===== src/logic/ssd_pkg.sv =====
// constants shared by the serial segment driver and its fifo
package ssd_pkg;

  localparam int unsigned SEG_NUM    = 40;
  localparam int unsigned SYNC_DEPTH = 3;
  localparam int unsigned FIFO_DEPTH = 8;
  localparam int unsigned FIFO_WIDTH = 1;

  // pin indices inside the synchroniser bank
  localparam int unsigned PIN_NUM    = 5;
  localparam int unsigned PIN_SCLK   = 0;
  localparam int unsigned PIN_SIN    = 1;
  localparam int unsigned PIN_LOAD   = 2;
  localparam int unsigned PIN_BLANK  = 3;
  localparam int unsigned PIN_FRAME  = 4;

  // synchroniser taps: second and third stages must agree before a change counts
  localparam int unsigned TAP_MID    = 1;
  localparam int unsigned TAP_LAST   = 2;

  // reset values
  localparam logic [SEG_NUM-1:0] SEG_RST   = 40'h00_0000_0000;
  localparam logic               BIT_RST   = 1'h0;

endpackage : ssd_pkg


===== src/logic/ssd_driver.sv =====
// forty-segment static display driver: serial shift, latches, blank, frame xor
`timescale 1ns/1ps
module ssd_driver #(
  parameter int unsigned SEGS  = ssd_pkg::SEG_NUM,
  parameter int unsigned DEPTH = ssd_pkg::FIFO_DEPTH
) (
  input  wire logic            sys_clk,
  input  wire logic            rst_n,
  input  wire logic            serial_clk,
  input  wire logic            serial_in,
  input  wire logic            latch_load,
  input  wire logic            blank,
  input  wire logic            backplane_toggle_in,
  output logic                 serial_out,
  output logic      [SEGS-1:0] segment_outputs,
  output logic                 overrun
);

  ////////////////////////////////////////////////////////////////////////////
  // state

  typedef struct packed {
    logic [ssd_pkg::PIN_NUM-1:0][ssd_pkg::SYNC_DEPTH-1:0] sync;
    logic [ssd_pkg::PIN_NUM-1:0]                          filt;
    logic                                                 din_prev;
    logic                                                 pend_v;
    logic                                                 pend_bit;
    logic [SEGS-1:0]                                      shift;
    logic [SEGS-1:0]                                      latch;
    logic [SEGS-1:0]                                      seg;
    logic                                                 sout;
    logic                                                 ovr;
  } ssd_state_t;

  ssd_state_t st_q;
  ssd_state_t st_d;

  logic [ssd_pkg::PIN_NUM-1:0] pins;
  logic [ssd_pkg::PIN_NUM-1:0] agree;
  logic                        sclk_f;
  logic                        din_f;
  logic                        load_f;
  logic                        blank_f;
  logic                        frame_f;
  logic                        fall;
  logic                        fifo_in_ready;
  logic                        fifo_out_valid;
  logic [0:0]                  fifo_out_data;
  logic                        drain;

  assign pins[ssd_pkg::PIN_SCLK]  = serial_clk;
  assign pins[ssd_pkg::PIN_SIN]   = serial_in;
  assign pins[ssd_pkg::PIN_LOAD]  = latch_load;
  assign pins[ssd_pkg::PIN_BLANK] = blank;
  assign pins[ssd_pkg::PIN_FRAME] = backplane_toggle_in;

  assign sclk_f  = st_q.filt[ssd_pkg::PIN_SCLK];
  assign din_f   = st_q.filt[ssd_pkg::PIN_SIN];
  assign load_f  = st_q.filt[ssd_pkg::PIN_LOAD];
  assign blank_f = st_q.filt[ssd_pkg::PIN_BLANK];
  assign frame_f = st_q.filt[ssd_pkg::PIN_FRAME];

  // stages two and three agree: the level may be taken
  for (genvar g = 0; g < int'(ssd_pkg::PIN_NUM); g++)
  begin : g_agree
    assign agree[g] = (st_q.sync[g][ssd_pkg::TAP_MID] == st_q.sync[g][ssd_pkg::TAP_LAST]);
  end

  ////////////////////////////////////////////////////////////////////////////
  // edge detect on the filtered serial clock

  // a fall on the filtered clock means stages two and three agree on a new low level
  assign fall = sclk_f &&
                (st_q.sync[ssd_pkg::PIN_SCLK][ssd_pkg::TAP_MID] ==
                 st_q.sync[ssd_pkg::PIN_SCLK][ssd_pkg::TAP_LAST]) &&
                !st_q.sync[ssd_pkg::PIN_SCLK][ssd_pkg::TAP_LAST];

  // shifting pauses while the strobe is high so the latches see a quiet register
  assign drain = fifo_out_valid && !load_f;

  ////////////////////////////////////////////////////////////////////////////
  // bit fifo between capture and shift register

  ssd_fifo #(
    .WIDTH (ssd_pkg::FIFO_WIDTH),
    .DEPTH (DEPTH)
  ) u_fifo (
    .sys_clk   (sys_clk),
    .rst_n     (rst_n),
    .in_valid  (st_q.pend_v),
    .in_ready  (fifo_in_ready),
    .in_data   (st_q.pend_bit),
    .out_valid (fifo_out_valid),
    .out_ready (drain),
    .out_data  (fifo_out_data)
  );

  ////////////////////////////////////////////////////////////////////////////
  // next state

  always_comb
  begin
    st_d = st_q;
    for (int i = 0; i < int'(ssd_pkg::PIN_NUM); i++)
    begin
      st_d.sync[i] = {st_q.sync[i][ssd_pkg::SYNC_DEPTH-2:0], pins[i]};
      if (st_q.sync[i][ssd_pkg::TAP_MID] == st_q.sync[i][ssd_pkg::TAP_LAST])
      begin
        st_d.filt[i] = st_q.sync[i][ssd_pkg::TAP_LAST];
      end
    end

    // data seen just before the edge: zero hold time is honoured
    st_d.din_prev = din_f;

    // pending bit waits for fifo room; a new edge while still pending is an overrun
    if (st_q.pend_v && fifo_in_ready)
    begin
      st_d.pend_v = 1'b0;
    end
    if (fall)
    begin
      if (st_q.pend_v && !fifo_in_ready)
      begin
        st_d.ovr = 1'b1;
      end
      st_d.pend_v   = 1'b1;
      st_d.pend_bit = st_q.din_prev;
    end

    if (drain)
    begin
      st_d.shift = {st_q.shift[SEGS-2:0], fifo_out_data[0]};
    end

    st_d.sout = st_q.shift[SEGS-1];

    if (load_f)
    begin
      st_d.latch = st_q.shift;
    end

    if (blank_f)
    begin
      st_d.seg = ssd_pkg::SEG_RST;
    end
    else
    begin
      st_d.seg = st_q.latch ^ {SEGS{frame_f}};
    end
  end

  ////////////////////////////////////////////////////////////////////////////
  // registers

  always_ff @(posedge sys_clk)
  begin
    if (!rst_n)
    begin
      st_q          <= '0;
      st_q.shift    <= ssd_pkg::SEG_RST;
      st_q.latch    <= ssd_pkg::SEG_RST;
      st_q.seg      <= ssd_pkg::SEG_RST;
      st_q.sout     <= ssd_pkg::BIT_RST;
    end
    else
    begin
      st_q <= st_d;
    end
  end

  assign serial_out      = st_q.sout;
  assign segment_outputs = st_q.seg;
  assign overrun         = st_q.ovr;

  ////////////////////////////////////////////////////////////////////////////
  // checks

  a_fall_capture: assert property (
    @(posedge sys_clk) disable iff (!rst_n)
    fall |=> (st_q.pend_v && st_q.pend_bit == $past(st_q.din_prev)))
    else $error("falling edge did not capture the serial bit");

  a_one_per_edge: assert property (
    @(posedge sys_clk) disable iff (!rst_n)
    fall |=> !fall)
    else $error("two captures from one serial clock edge");

  a_shift_in: assert property (
    @(posedge sys_clk) disable iff (!rst_n)
    drain |=> (st_q.shift == {$past(st_q.shift[SEGS-2:0]), $past(fifo_out_data[0])}))
    else $error("shift register did not take the next bit");

  a_shift_quiet: assert property (
    @(posedge sys_clk) disable iff (!rst_n)
    !drain |=> $stable(st_q.shift))
    else $error("shift register moved without a serial bit");

  a_sout_last: assert property (
    @(posedge sys_clk) disable iff (!rst_n)
    ##1 serial_out == $past(st_q.shift[SEGS-1]))
    else $error("serial output is not the last stage");

  a_latch_follow: assert property (
    @(posedge sys_clk) disable iff (!rst_n)
    load_f [*2] |=> (st_q.latch == $past(st_q.shift)))
    else $error("open latches do not follow the register");

  a_latch_hold: assert property (
    @(posedge sys_clk) disable iff (!rst_n)
    !load_f |=> $stable(st_q.latch))
    else $error("closed latches changed");

  a_blank_low: assert property (
    @(posedge sys_clk) disable iff (!rst_n)
    blank_f |=> (segment_outputs == ssd_pkg::SEG_RST))
    else $error("segments not low while blanked");

  a_blank_keeps: assert property (
    @(posedge sys_clk) disable iff (!rst_n)
    (blank_f && !load_f) ##1 !blank_f |=>
      (segment_outputs == ($past(st_q.latch, 2) ^ {SEGS{$past(frame_f)}})))
    else $error("blanking disturbed the latched data");

  a_seg_xor: assert property (
    @(posedge sys_clk) disable iff (!rst_n)
    !blank_f |=> (segment_outputs == ($past(st_q.latch) ^ {SEGS{$past(frame_f)}})))
    else $error("segment is not latch xor backplane toggle");

  // pin filters: a level counts only once the last two stages agree

  a_sclk_filter: assert property (
    @(posedge sys_clk) disable iff (!rst_n)
    !agree[ssd_pkg::PIN_SCLK] |=> $stable(sclk_f))
    else $error("serial clock level taken before its stages agreed");

  a_sin_filter: assert property (
    @(posedge sys_clk) disable iff (!rst_n)
    !agree[ssd_pkg::PIN_SIN] |=> $stable(din_f))
    else $error("serial data level taken before its stages agreed");

  a_load_filter: assert property (
    @(posedge sys_clk) disable iff (!rst_n)
    !agree[ssd_pkg::PIN_LOAD] |=> $stable(load_f))
    else $error("strobe level taken before its stages agreed");

  a_blank_filter: assert property (
    @(posedge sys_clk) disable iff (!rst_n)
    !agree[ssd_pkg::PIN_BLANK] |=> $stable(blank_f))
    else $error("blank level taken before its stages agreed");

  a_frame_filter: assert property (
    @(posedge sys_clk) disable iff (!rst_n)
    !agree[ssd_pkg::PIN_FRAME] |=> $stable(frame_f))
    else $error("backplane toggle level taken before its stages agreed");

  a_sclk_follow: assert property (
    @(posedge sys_clk) disable iff (!rst_n)
    agree[ssd_pkg::PIN_SCLK] |=>
      (sclk_f == $past(st_q.sync[ssd_pkg::PIN_SCLK][ssd_pkg::TAP_LAST])))
    else $error("serial clock filter missed an agreed level");

  a_sin_follow: assert property (
    @(posedge sys_clk) disable iff (!rst_n)
    agree[ssd_pkg::PIN_SIN] |=>
      (din_f == $past(st_q.sync[ssd_pkg::PIN_SIN][ssd_pkg::TAP_LAST])))
    else $error("serial data filter missed an agreed level");

  a_load_follow: assert property (
    @(posedge sys_clk) disable iff (!rst_n)
    agree[ssd_pkg::PIN_LOAD] |=>
      (load_f == $past(st_q.sync[ssd_pkg::PIN_LOAD][ssd_pkg::TAP_LAST])))
    else $error("strobe filter missed an agreed level");

  // capture, pending bit and overrun

  a_fall_level: assert property (
    @(posedge sys_clk) disable iff (!rst_n)
    fall |=> !sclk_f)
    else $error("falling edge seen but filtered clock stayed high");

  a_pend_hands: assert property (
    @(posedge sys_clk) disable iff (!rst_n)
    (st_q.pend_v && fifo_in_ready && !fall) |=> !st_q.pend_v)
    else $error("pending bit not handed to the fifo");

  a_pend_waits: assert property (
    @(posedge sys_clk) disable iff (!rst_n)
    (st_q.pend_v && !fifo_in_ready && !fall) |=> (st_q.pend_v && $stable(st_q.pend_bit)))
    else $error("pending bit lost while the fifo was full");

  a_ovr_set: assert property (
    @(posedge sys_clk) disable iff (!rst_n)
    (fall && st_q.pend_v && !fifo_in_ready) |=> overrun)
    else $error("lost serial bit did not flag overrun");

  a_ovr_sticky: assert property (
    @(posedge sys_clk) disable iff (!rst_n)
    overrun |=> overrun)
    else $error("overrun flag cleared without reset");

  a_ovr_cause: assert property (
    @(posedge sys_clk) disable iff (!rst_n)
    $rose(overrun) |-> $past(fall && st_q.pend_v && !fifo_in_ready))
    else $error("overrun flagged without a lost bit");

  // register and latches around the strobe and blank

  a_shift_paused: assert property (
    @(posedge sys_clk) disable iff (!rst_n)
    load_f |=> $stable(st_q.shift))
    else $error("shift register moved while the latches were open");

  a_latch_blank: assert property (
    @(posedge sys_clk) disable iff (!rst_n)
    (blank_f && !load_f) |=> $stable(st_q.latch))
    else $error("blanking altered the latches");

endmodule : ssd_driver


===== src/logic/ssd_fifo.sv =====
// small parameterised fifo with valid and ready on both sides
`timescale 1ns/1ps
module ssd_fifo #(
  parameter int unsigned WIDTH = ssd_pkg::FIFO_WIDTH,
  parameter int unsigned DEPTH = ssd_pkg::FIFO_DEPTH
) (
  input  wire logic             sys_clk,
  input  wire logic             rst_n,
  input  wire logic             in_valid,
  output logic                  in_ready,
  input  wire logic [WIDTH-1:0] in_data,
  output logic                  out_valid,
  input  wire logic             out_ready,
  output logic      [WIDTH-1:0] out_data
);

  localparam int unsigned AW = (DEPTH > 1) ? $clog2(DEPTH) : 1;

  typedef struct packed {
    logic [DEPTH-1:0][WIDTH-1:0] mem;
    logic [AW:0]                 wr_ptr;
    logic [AW:0]                 rd_ptr;
  } ssd_fifo_state_t;

  ssd_fifo_state_t st_q;
  ssd_fifo_state_t st_d;
  logic            full;
  logic            empty;
  logic            push;
  logic            pop;

  assign full      = (st_q.wr_ptr[AW] != st_q.rd_ptr[AW]) &&
                     (st_q.wr_ptr[AW-1:0] == st_q.rd_ptr[AW-1:0]);
  assign empty     = (st_q.wr_ptr == st_q.rd_ptr);
  assign in_ready  = !full;
  assign out_valid = !empty;
  assign out_data  = st_q.mem[st_q.rd_ptr[AW-1:0]];
  assign push      = in_valid && !full;
  assign pop       = out_ready && !empty;

  always_comb
  begin
    st_d = st_q;
    if (push)
    begin
      st_d.mem[st_q.wr_ptr[AW-1:0]] = in_data;
      st_d.wr_ptr = st_q.wr_ptr + 1'b1;
    end
    if (pop)
    begin
      st_d.rd_ptr = st_q.rd_ptr + 1'b1;
    end
  end

  always_ff @(posedge sys_clk)
  begin
    if (!rst_n)
    begin
      st_q <= '0;
    end
    else
    begin
      st_q <= st_d;
    end
  end

endmodule : ssd_fifo


===== config.mk =====
export PLATFORM = sky130hd
export DESIGN_NAME = ssd_driver
export DESIGN_NICKNAME = d
export VERILOG_FILES = /design/src/logic/ssd_pkg.sv /design/src/logic/ssd_driver.sv /design/src/logic/ssd_fifo.sv
export SDC_FILE = /design/constraint.sdc
export NUM_CORES = 1
export LEC_CHECK = 0
export BUFFER_PORTS_ARGS = -buffer_cell sky130_fd_sc_hd__buf_4
export CAP_MARGIN = 20
export CORE_MARGIN = 4
export CORE_UTILIZATION = 30
export CTS_CLUSTER_DIAMETER = 60
export DETAILED_ROUTE_END_ITERATION = 10
export MAX_ROUTING_LAYER = met4
export PLACE_DENSITY = 0.56
export SYNTH_ARGS = -nofsm -noshare
export SYNTH_HDL_FRONTEND = slang
export SYNTH_HIERARCHICAL = 1
export SYNTH_SLANG_ARGS = --single-unit
export TNS_END_PERCENT = 1

===== constraint.sdc =====
create_clock -name sys_clk -period 4.65 [get_ports sys_clk]
set_clock_uncertainty 0.2 [all_clocks]
set_input_delay 0.465 -clock sys_clk [delete_from_list [all_inputs] [get_ports sys_clk]]
set_output_delay 0.465 -clock sys_clk [all_outputs]
set_load 0.02 [all_outputs]

==> flow_summary.json, run 1 <==
{
  "outcome": "completed",
  "ys.flop_type": "dfxtp_1",
  "synth-seq-area-share_pct": 51.0,
  "grt_first_pass_wirelength_um": 17300,
  "cp_max_fo": 42,
  "ctsResizeCount": 0,
  "dp.cells": 876,
  "synth_xor_area_share_pct": 6.87,
  "fin_cells": 908,
  "drv_slew": 0,
  "synth.distinct_cells": 40,
  "cts_sinks": 161,
  "rsz0062_at_grt": "false",
  "clkPwrFrac_pct": 48.9,
  "setup_tns_ns": 0,
  "syn_avg_cell_area_um2": 9.97,
  "period_needed_ns": 2.92,
  "multi_input_area_um2": 2550,
  "final-seq-area_um2": 3230,
  "cts_tree": "built",
  "drt_wl_total_um": 10300,
  "synth_area_um2": 6320,
  "die_w_um": 153,
  "synthMuxAreaShare_pct": 8.49,
  "clk_pin_slew_ns": 0.06,
  "worstSetupStartpoint": "u_fifo/st_q[5]$_SDFFE_PN0P_",
  "gr-usage-all-layers_pct": 9.16,
  "area_growth_pct": 12.2,
  "dp_hpwl_um": 6350,
  "drive_gt1_share_pct": 14.9,
  "synth_top_cell_area_share_pct": 51.0,
  "wl_met1_um": 5340,
  "io_pins": 49,
  "port_buffers": 48,
  "crit_arrival_ns": 3.06,
  "cp.required_ns": 4.79,
  "internal_power_w": 0.00221,
  "synth-simple-area-share_pct": 16.8,
  "slew_headroom_pct": 47.7,
  "worstHoldStart": "blank",
  "rrSetupSlack_ns": 1.73,
  "final_nets": 634,
  "antenna_cells": 0,
  "hold_ws_ns": 0.0527,
  "synth.largest_area_cell": "dfxtp_1",
  "synth_top_family_by_area": "simple AND/OR/NAND/NOR gates",
  "yosysMostFrequentCell": "dfxtp_1",
  "ys_warn_count": 6,
  "reg2reg_from": "u_fifo/st_q[5]$_SDFFE_PN0P_",
  "sequentialPowerShare_pct": 49.6,
  "fp.dieArea_um2": 23500,
  "start_kind": "register",
  "rows": 52,
  "holdBufCountCts": 0,
  "synth_compound_area_share_pct": 7.74,
  "antenna_found_initial": 0,
  "switchingPower_w": 0.000585,
  "die_h_um": 153,
  "fill_cells": 2076,
  "synth-adder-area-share_pct": 0.396,
  "async_flop_share_pct": 0,
  "cp-end-kind": "register",
  "synth_area_leaders": "dfxtp_1 51%, mux2i_1 7.6%, nand2_1 5.9%",
  "drc": 0,
  "highest_layer": "met4",
  "final_core_util_pct": 34.6,
  "vias": 3738,
  "critical_path_class": "reg2reg",
  "power.total_w": 0.00280,
  "grt_pass1_vias": 3503,
  "clock_path_buffers": 2,
  "worst_pin_slew_ns": 0.785,
  "ir_drop_mv": 0.243,
  "power.leakage_nw": 2.43,
  "cts_buffers": 17,
  "viasPerCell": 4.12,
  "synthTopCellsByCount": "161 x dfxtp_1, 99 x nand2_1, 48 x mux2i_1",
  "p_sw_share_pct": 20.9,
  "drt_iter0_markers": 177,
  "clk_latency_ns": 0.42,
  "period_share_pct": 62.8,
  "hp-class": "in2reg",
  "start_util_pct": 30.9,
  "cts_root_buffer": "clkbuf_16",
  "ys_seq_elements": 161,
  "grt_max_degree": 92,
  "synth_nets": 643,
  "synthCells": 634,
  "coreArea_um2": 20500,
  "combPwrFrac_pct": 1.5,
  "finalSetupViolCount": 0,
  "synth_edf_count": 0,
  "wl_per_cell_um": 11.4,
  "fmax_mhz": 342,
  "gp_congestion": 0.781,
  "h-tree-depth": 4,
  "dr.pass1.iters": 4,
  "maxCapViolCount": 0,
  "post_cts_buffers": 0,
  "wl_met3_um": 399,
  "power-per-cell-area_nw_per_um2": 394,
  "hold_viol_final": 0,
  "ant_nets": 0,
  "grt-ovfl-total": 0,
  "met2_length_um": 4430
}
==> layout by cell type (no fill, tap or decap), types with 10 or more instances in the layout <==
cell type and n:
clkbuf_16 17, nand2_1 99, o21ai_0 10, nor2_1 42
and2_1 18, mux2i_1 48, dfxtp_1 159, xnor2_1 42
nor2b_1 42, buf_4 51, a21boi_1 40
==> logic make-up after synthesis <==
logic type	Yosys count
flops	161
fa+ha+maj	2
buf+inv	85
compound gates	66
xor+xnor	47
mux	51
simple gates	222
==> power by group through the flow <==
stage | clock [W] | combinational [W] | sequential [W]
floorplan | 0 | 0.0000337 | 0.00142
global placement | 0 | 0.0000444 | 0.00142
detailed placement | 0 | 0.0000443 | 0.00142
CTS | 0.00140 | 0.0000444 | 0.00139
global route | 0.00146 | 0.0000475 | 0.00139
finish | 0.00137 | 0.0000426 | 0.00139
==> registers in the layout (all words and copies together) (netlist names) <==
signal	count
frame_f	1
segment_outputs	40
u_fifo/st_q	16
sclk_f	1
din_f	1
serial_out	1
overrun	1
st_q	87
load_f	1
blank_f	1
st_d	11
==> worst max-delay path: stages, from the launching register on <==
cell and delay, ns:
dfxtp_1 0.56, xor2_2 0.35, nor3_1 0.17, nand2_1 0.14, nand2b_4 0.26, inv_4 0.44, nand4_1 0.20, or3_1 0.35
a31oi_1 0.17
==> final timing paths <==
kind | endpoint | depth (start not counted)
setup reg to reg | u_fifo/st_q[3]$_SDFFE_PN0P_ | 8
setup / recovery | u_fifo/st_q[3]$_SDFFE_PN0P_ | 8
hold / removal | st_d[140]$_SDFF_PN0_ | 2
hold reg to reg | st_d[135]$_SDFF_PN0_ | 1
==> cell type report <==
type / instances / share of cell area [%]
Multi-Input combinational cell: 388 / 35.9
Tap cell: 270 / 4.76
Clock inverter: 11 / 1.80
Clock buffer: 21 / 6.35
Timing Repair Buffer: 51 / 5.39
Sequential cell: 161 / 45.4
Inverter: 6 / 0.353
==> through the flow <==
stage,setup slack (ns),instance area (um^2)
after detailed placement,1.72,6520
after global placement,1.79,6520
final,1.73,7100
after floorplan,2.37,6320
after CTS,1.69,7100
after global routing,1.50,7100
==> per-layer routing <==
metal  global-route usage (%)  up-vias
met1                     11.9     1689
met5                        -        -
li1                         -     1986
met3                     3.00       14
met4                     3.31        0
met2                     13.3       49
Note: power is estimated with default switching activity, not from simulation.
==> run 2, diff against run 1 <==
Clock period 4.65 ns to 2.95 ns, I/O delays scaled along.
==> run 2 against run 1 <==
Cell count increased by 1.8%. Combinational power increased by 92%. Core utilization increased by 0.90 points. Global-route usage increased by 0.43 points. Hold slack improved by 0.18 ns. Flip-flop and latch count unchanged. Via count increased by 3.5%. Clock power increased by 61%. Total power increased by 60%. Maximum frequency increased by 22%. Largest power group is now the clock network.
==> flow_summary.json, run 2 (synthesized netlist as in run 1, its figures left out) <==
{
  "ir_drop_mv": 0.369,
  "final_core_util_pct": 35.5,
  "finalSetupViolCount": 0,
  "cts_sinks": 161,
  "power.leakage_nw": 2.53,
  "drv_slew": 0,
  "fill_cells": 2105,
  "clk_latency_ns": 0.42,
  "fmax_mhz": 417,
  "antenna_cells": 0,
  "drive_gt1_share_pct": 15.7,
  "die_w_um": 153,
  "gr-usage-all-layers_pct": 9.60,
  "period_needed_ns": 2.40,
  "worstRegToRegCells": 7,
  "rsz0062_at_grt": "false",
  "hold_viol_final": 0,
  "setup_tns_ns": 0,
  "largest_register": "st_q",
  "grt-ovfl-total": 0,
  "outcome": "completed",
  "rows": 52,
  "worstSetupStartpoint": "u_fifo/st_q[5]$_SDFFE_PN0P_",
  "ctsResizeCount": 0,
  "reg2reg_from": "u_fifo/st_q[5]$_SDFFE_PN0P_",
  "io_pins": 49,
  "rrSetupSlack_ns": 0.55,
  "gp_congestion": 0.753,
  "dp_hpwl_um": 6500,
  "post_cts_buffers": 0,
  "sequentialPowerShare_pct": 48.8,
  "grt_first_pass_wirelength_um": 17900,
  "cp-end-kind": "register",
  "power-per-cell-area_nw_per_um2": 615,
  "stdcell_area_um2": 7280,
  "critical_path_class": "reg2reg",
  "grt_pass1_vias": 3642,
  "placed_area_um2": 6570,
  "cp_max_fo": 34,
  "final_nets": 650,
  "layout_common_cells": "159 x dfxtp_1, 99 x nand2_1, 55 x buf_4",
  "switchingPower_w": 0.000982,
  "internal_power_w": 0.00350,
  "port_buffers": 48,
  "viasPerCell": 4.19,
  "final_common_cell": "dfxtp_1",
  "drt_wl_total_um": 10600,
  "die_h_um": 153,
  "h-tree-depth": 4,
  "cts_tree": "built",
  "crit_arrival_ns": 2.55,
  "reg2reg_to": "st_q[105]$_SDFFE_PN0P_",
  "clk_pin_slew_ns": 0.07,
  "area_growth_pct": 15.2,
  "hp-class": "reg2reg",
  "p_sw_share_pct": 21.9,
  "fp.dieArea_um2": 23500,
  "largest_reg_flops": 87,
  "clock_path_buffers": 2,
  "drc": 0,
  "maxCapViolCount": 0,
  "dr.pass1.iters": 4,
  "period_share_pct": 81.2,
  "antenna_found_initial": 0,
  "clkPwrFrac_pct": 49.4,
  "vias": 3867,
  "cts_root_buffer": "clkbuf_16",
  "hold_ws_ns": 0.233,
  "ant_nets": 0,
  "worst_pin_slew_ns": 0.626,
  "start_util_pct": 30.9,
  "start_kind": "register",
  "drt_iter0_markers": 231,
  "cp.required_ns": 3.10,
  "slew_headroom_pct": 58.2,
  "grt_max_degree": 78,
  "combPwrFrac_pct": 1.8,
  "coreArea_um2": 20500,
  "wl_per_cell_um": 11.5,
  "endpoint": "st_q[105]$_SDFFE_PN0P_",
  "cts_buffers": 17
}
==> run 2: what timing repair did <==
| item | in CTS | in global routing |
|---|---|---|
| endpoints found under the hold margin | 8 | 0 |
| setup endpoints to repair | 0 | 0 |
| hold buffers | 11 | 0 |
==> run 2: worst min-delay path by stage <==
stage / start / slack (ns) / cells after the start / end
finish: st_d[131]$_SDFF_PN0_ / 0.23 / 1 / st_d[132]$_SDFF_PN0_
global route: st_d[137]$_SDFF_PN0_ / 0.24 / 1 / st_d[138]$_SDFF_PN0_
CTS: st_d[137]$_SDFF_PN0_ / 0.23 / 1 / st_d[138]$_SDFF_PN0_
detailed placement: st_d[137]$_SDFF_PN0_ / 0.22 / 1 / st_d[138]$_SDFF_PN0_
global placement: st_d[134]$_SDFF_PN0_ / 0.21 / 1 / st_d[135]$_SDFF_PN0_
floorplan: st_d[131]$_SDFF_PN0_ / 0.21 / 1 / st_d[132]$_SDFF_PN0_
==> run 2: per-layer routing <==
layer	track usage [%]	part of all wire, %	vias to the layer above
met1	12.7	50	1787
met2	13.9	44	48
li1	-	-	2018
met5	-	0	-
met3	2.88	4.2	14
met4	3.56	1.4	0
==> run 2: final cells by class <==
cell class | instances | area (um^2) | share of cell area [%]
sequential | 161 | 3230 | 44.3
multi-input combinational | 388 | 2550 | 35.0
timing repair buffer | 67 | 543 | 7.46
clock buffer | 17 | 425 | 5.84
tap | 270 | 338 | 4.64
clock inverter | 15 | 178 | 2.44
inverter | 6 | 25.0 | 0.344
==> run 2: critical path, stage by stage, from the launching register on <==
cell and delay [ns]:
dfxtp_1 0.57, xor2_2 0.21, nor3_1 0.41, nand2_1 0.16
nand2b_4 0.16, buf_4 0.35, nand2_1 0.09, a21boi_1 0.15
==> run 2: through the flow <==
step                      instances  total power, W  setup WS (ns)
after global placement          881         0.00231          0.632
after CTS                       924         0.00456          0.553
after detailed placement        881         0.00231          0.580
after global routing            924         0.00464          0.300
final                           924         0.00448          0.553
after floorplan                 634         0.00229          0.671
==> run 2: power by group through the flow <==
stage	combinational (W)	sequential (W)	clock (W)
finish	0.0000818	0.00219	0.00221
global route	0.0000908	0.00219	0.00237
CTS	0.0000842	0.00219	0.00229
detailed placement	0.0000730	0.00224	0
global placement	0.0000724	0.00224	0
floorplan	0.0000531	0.00223	0
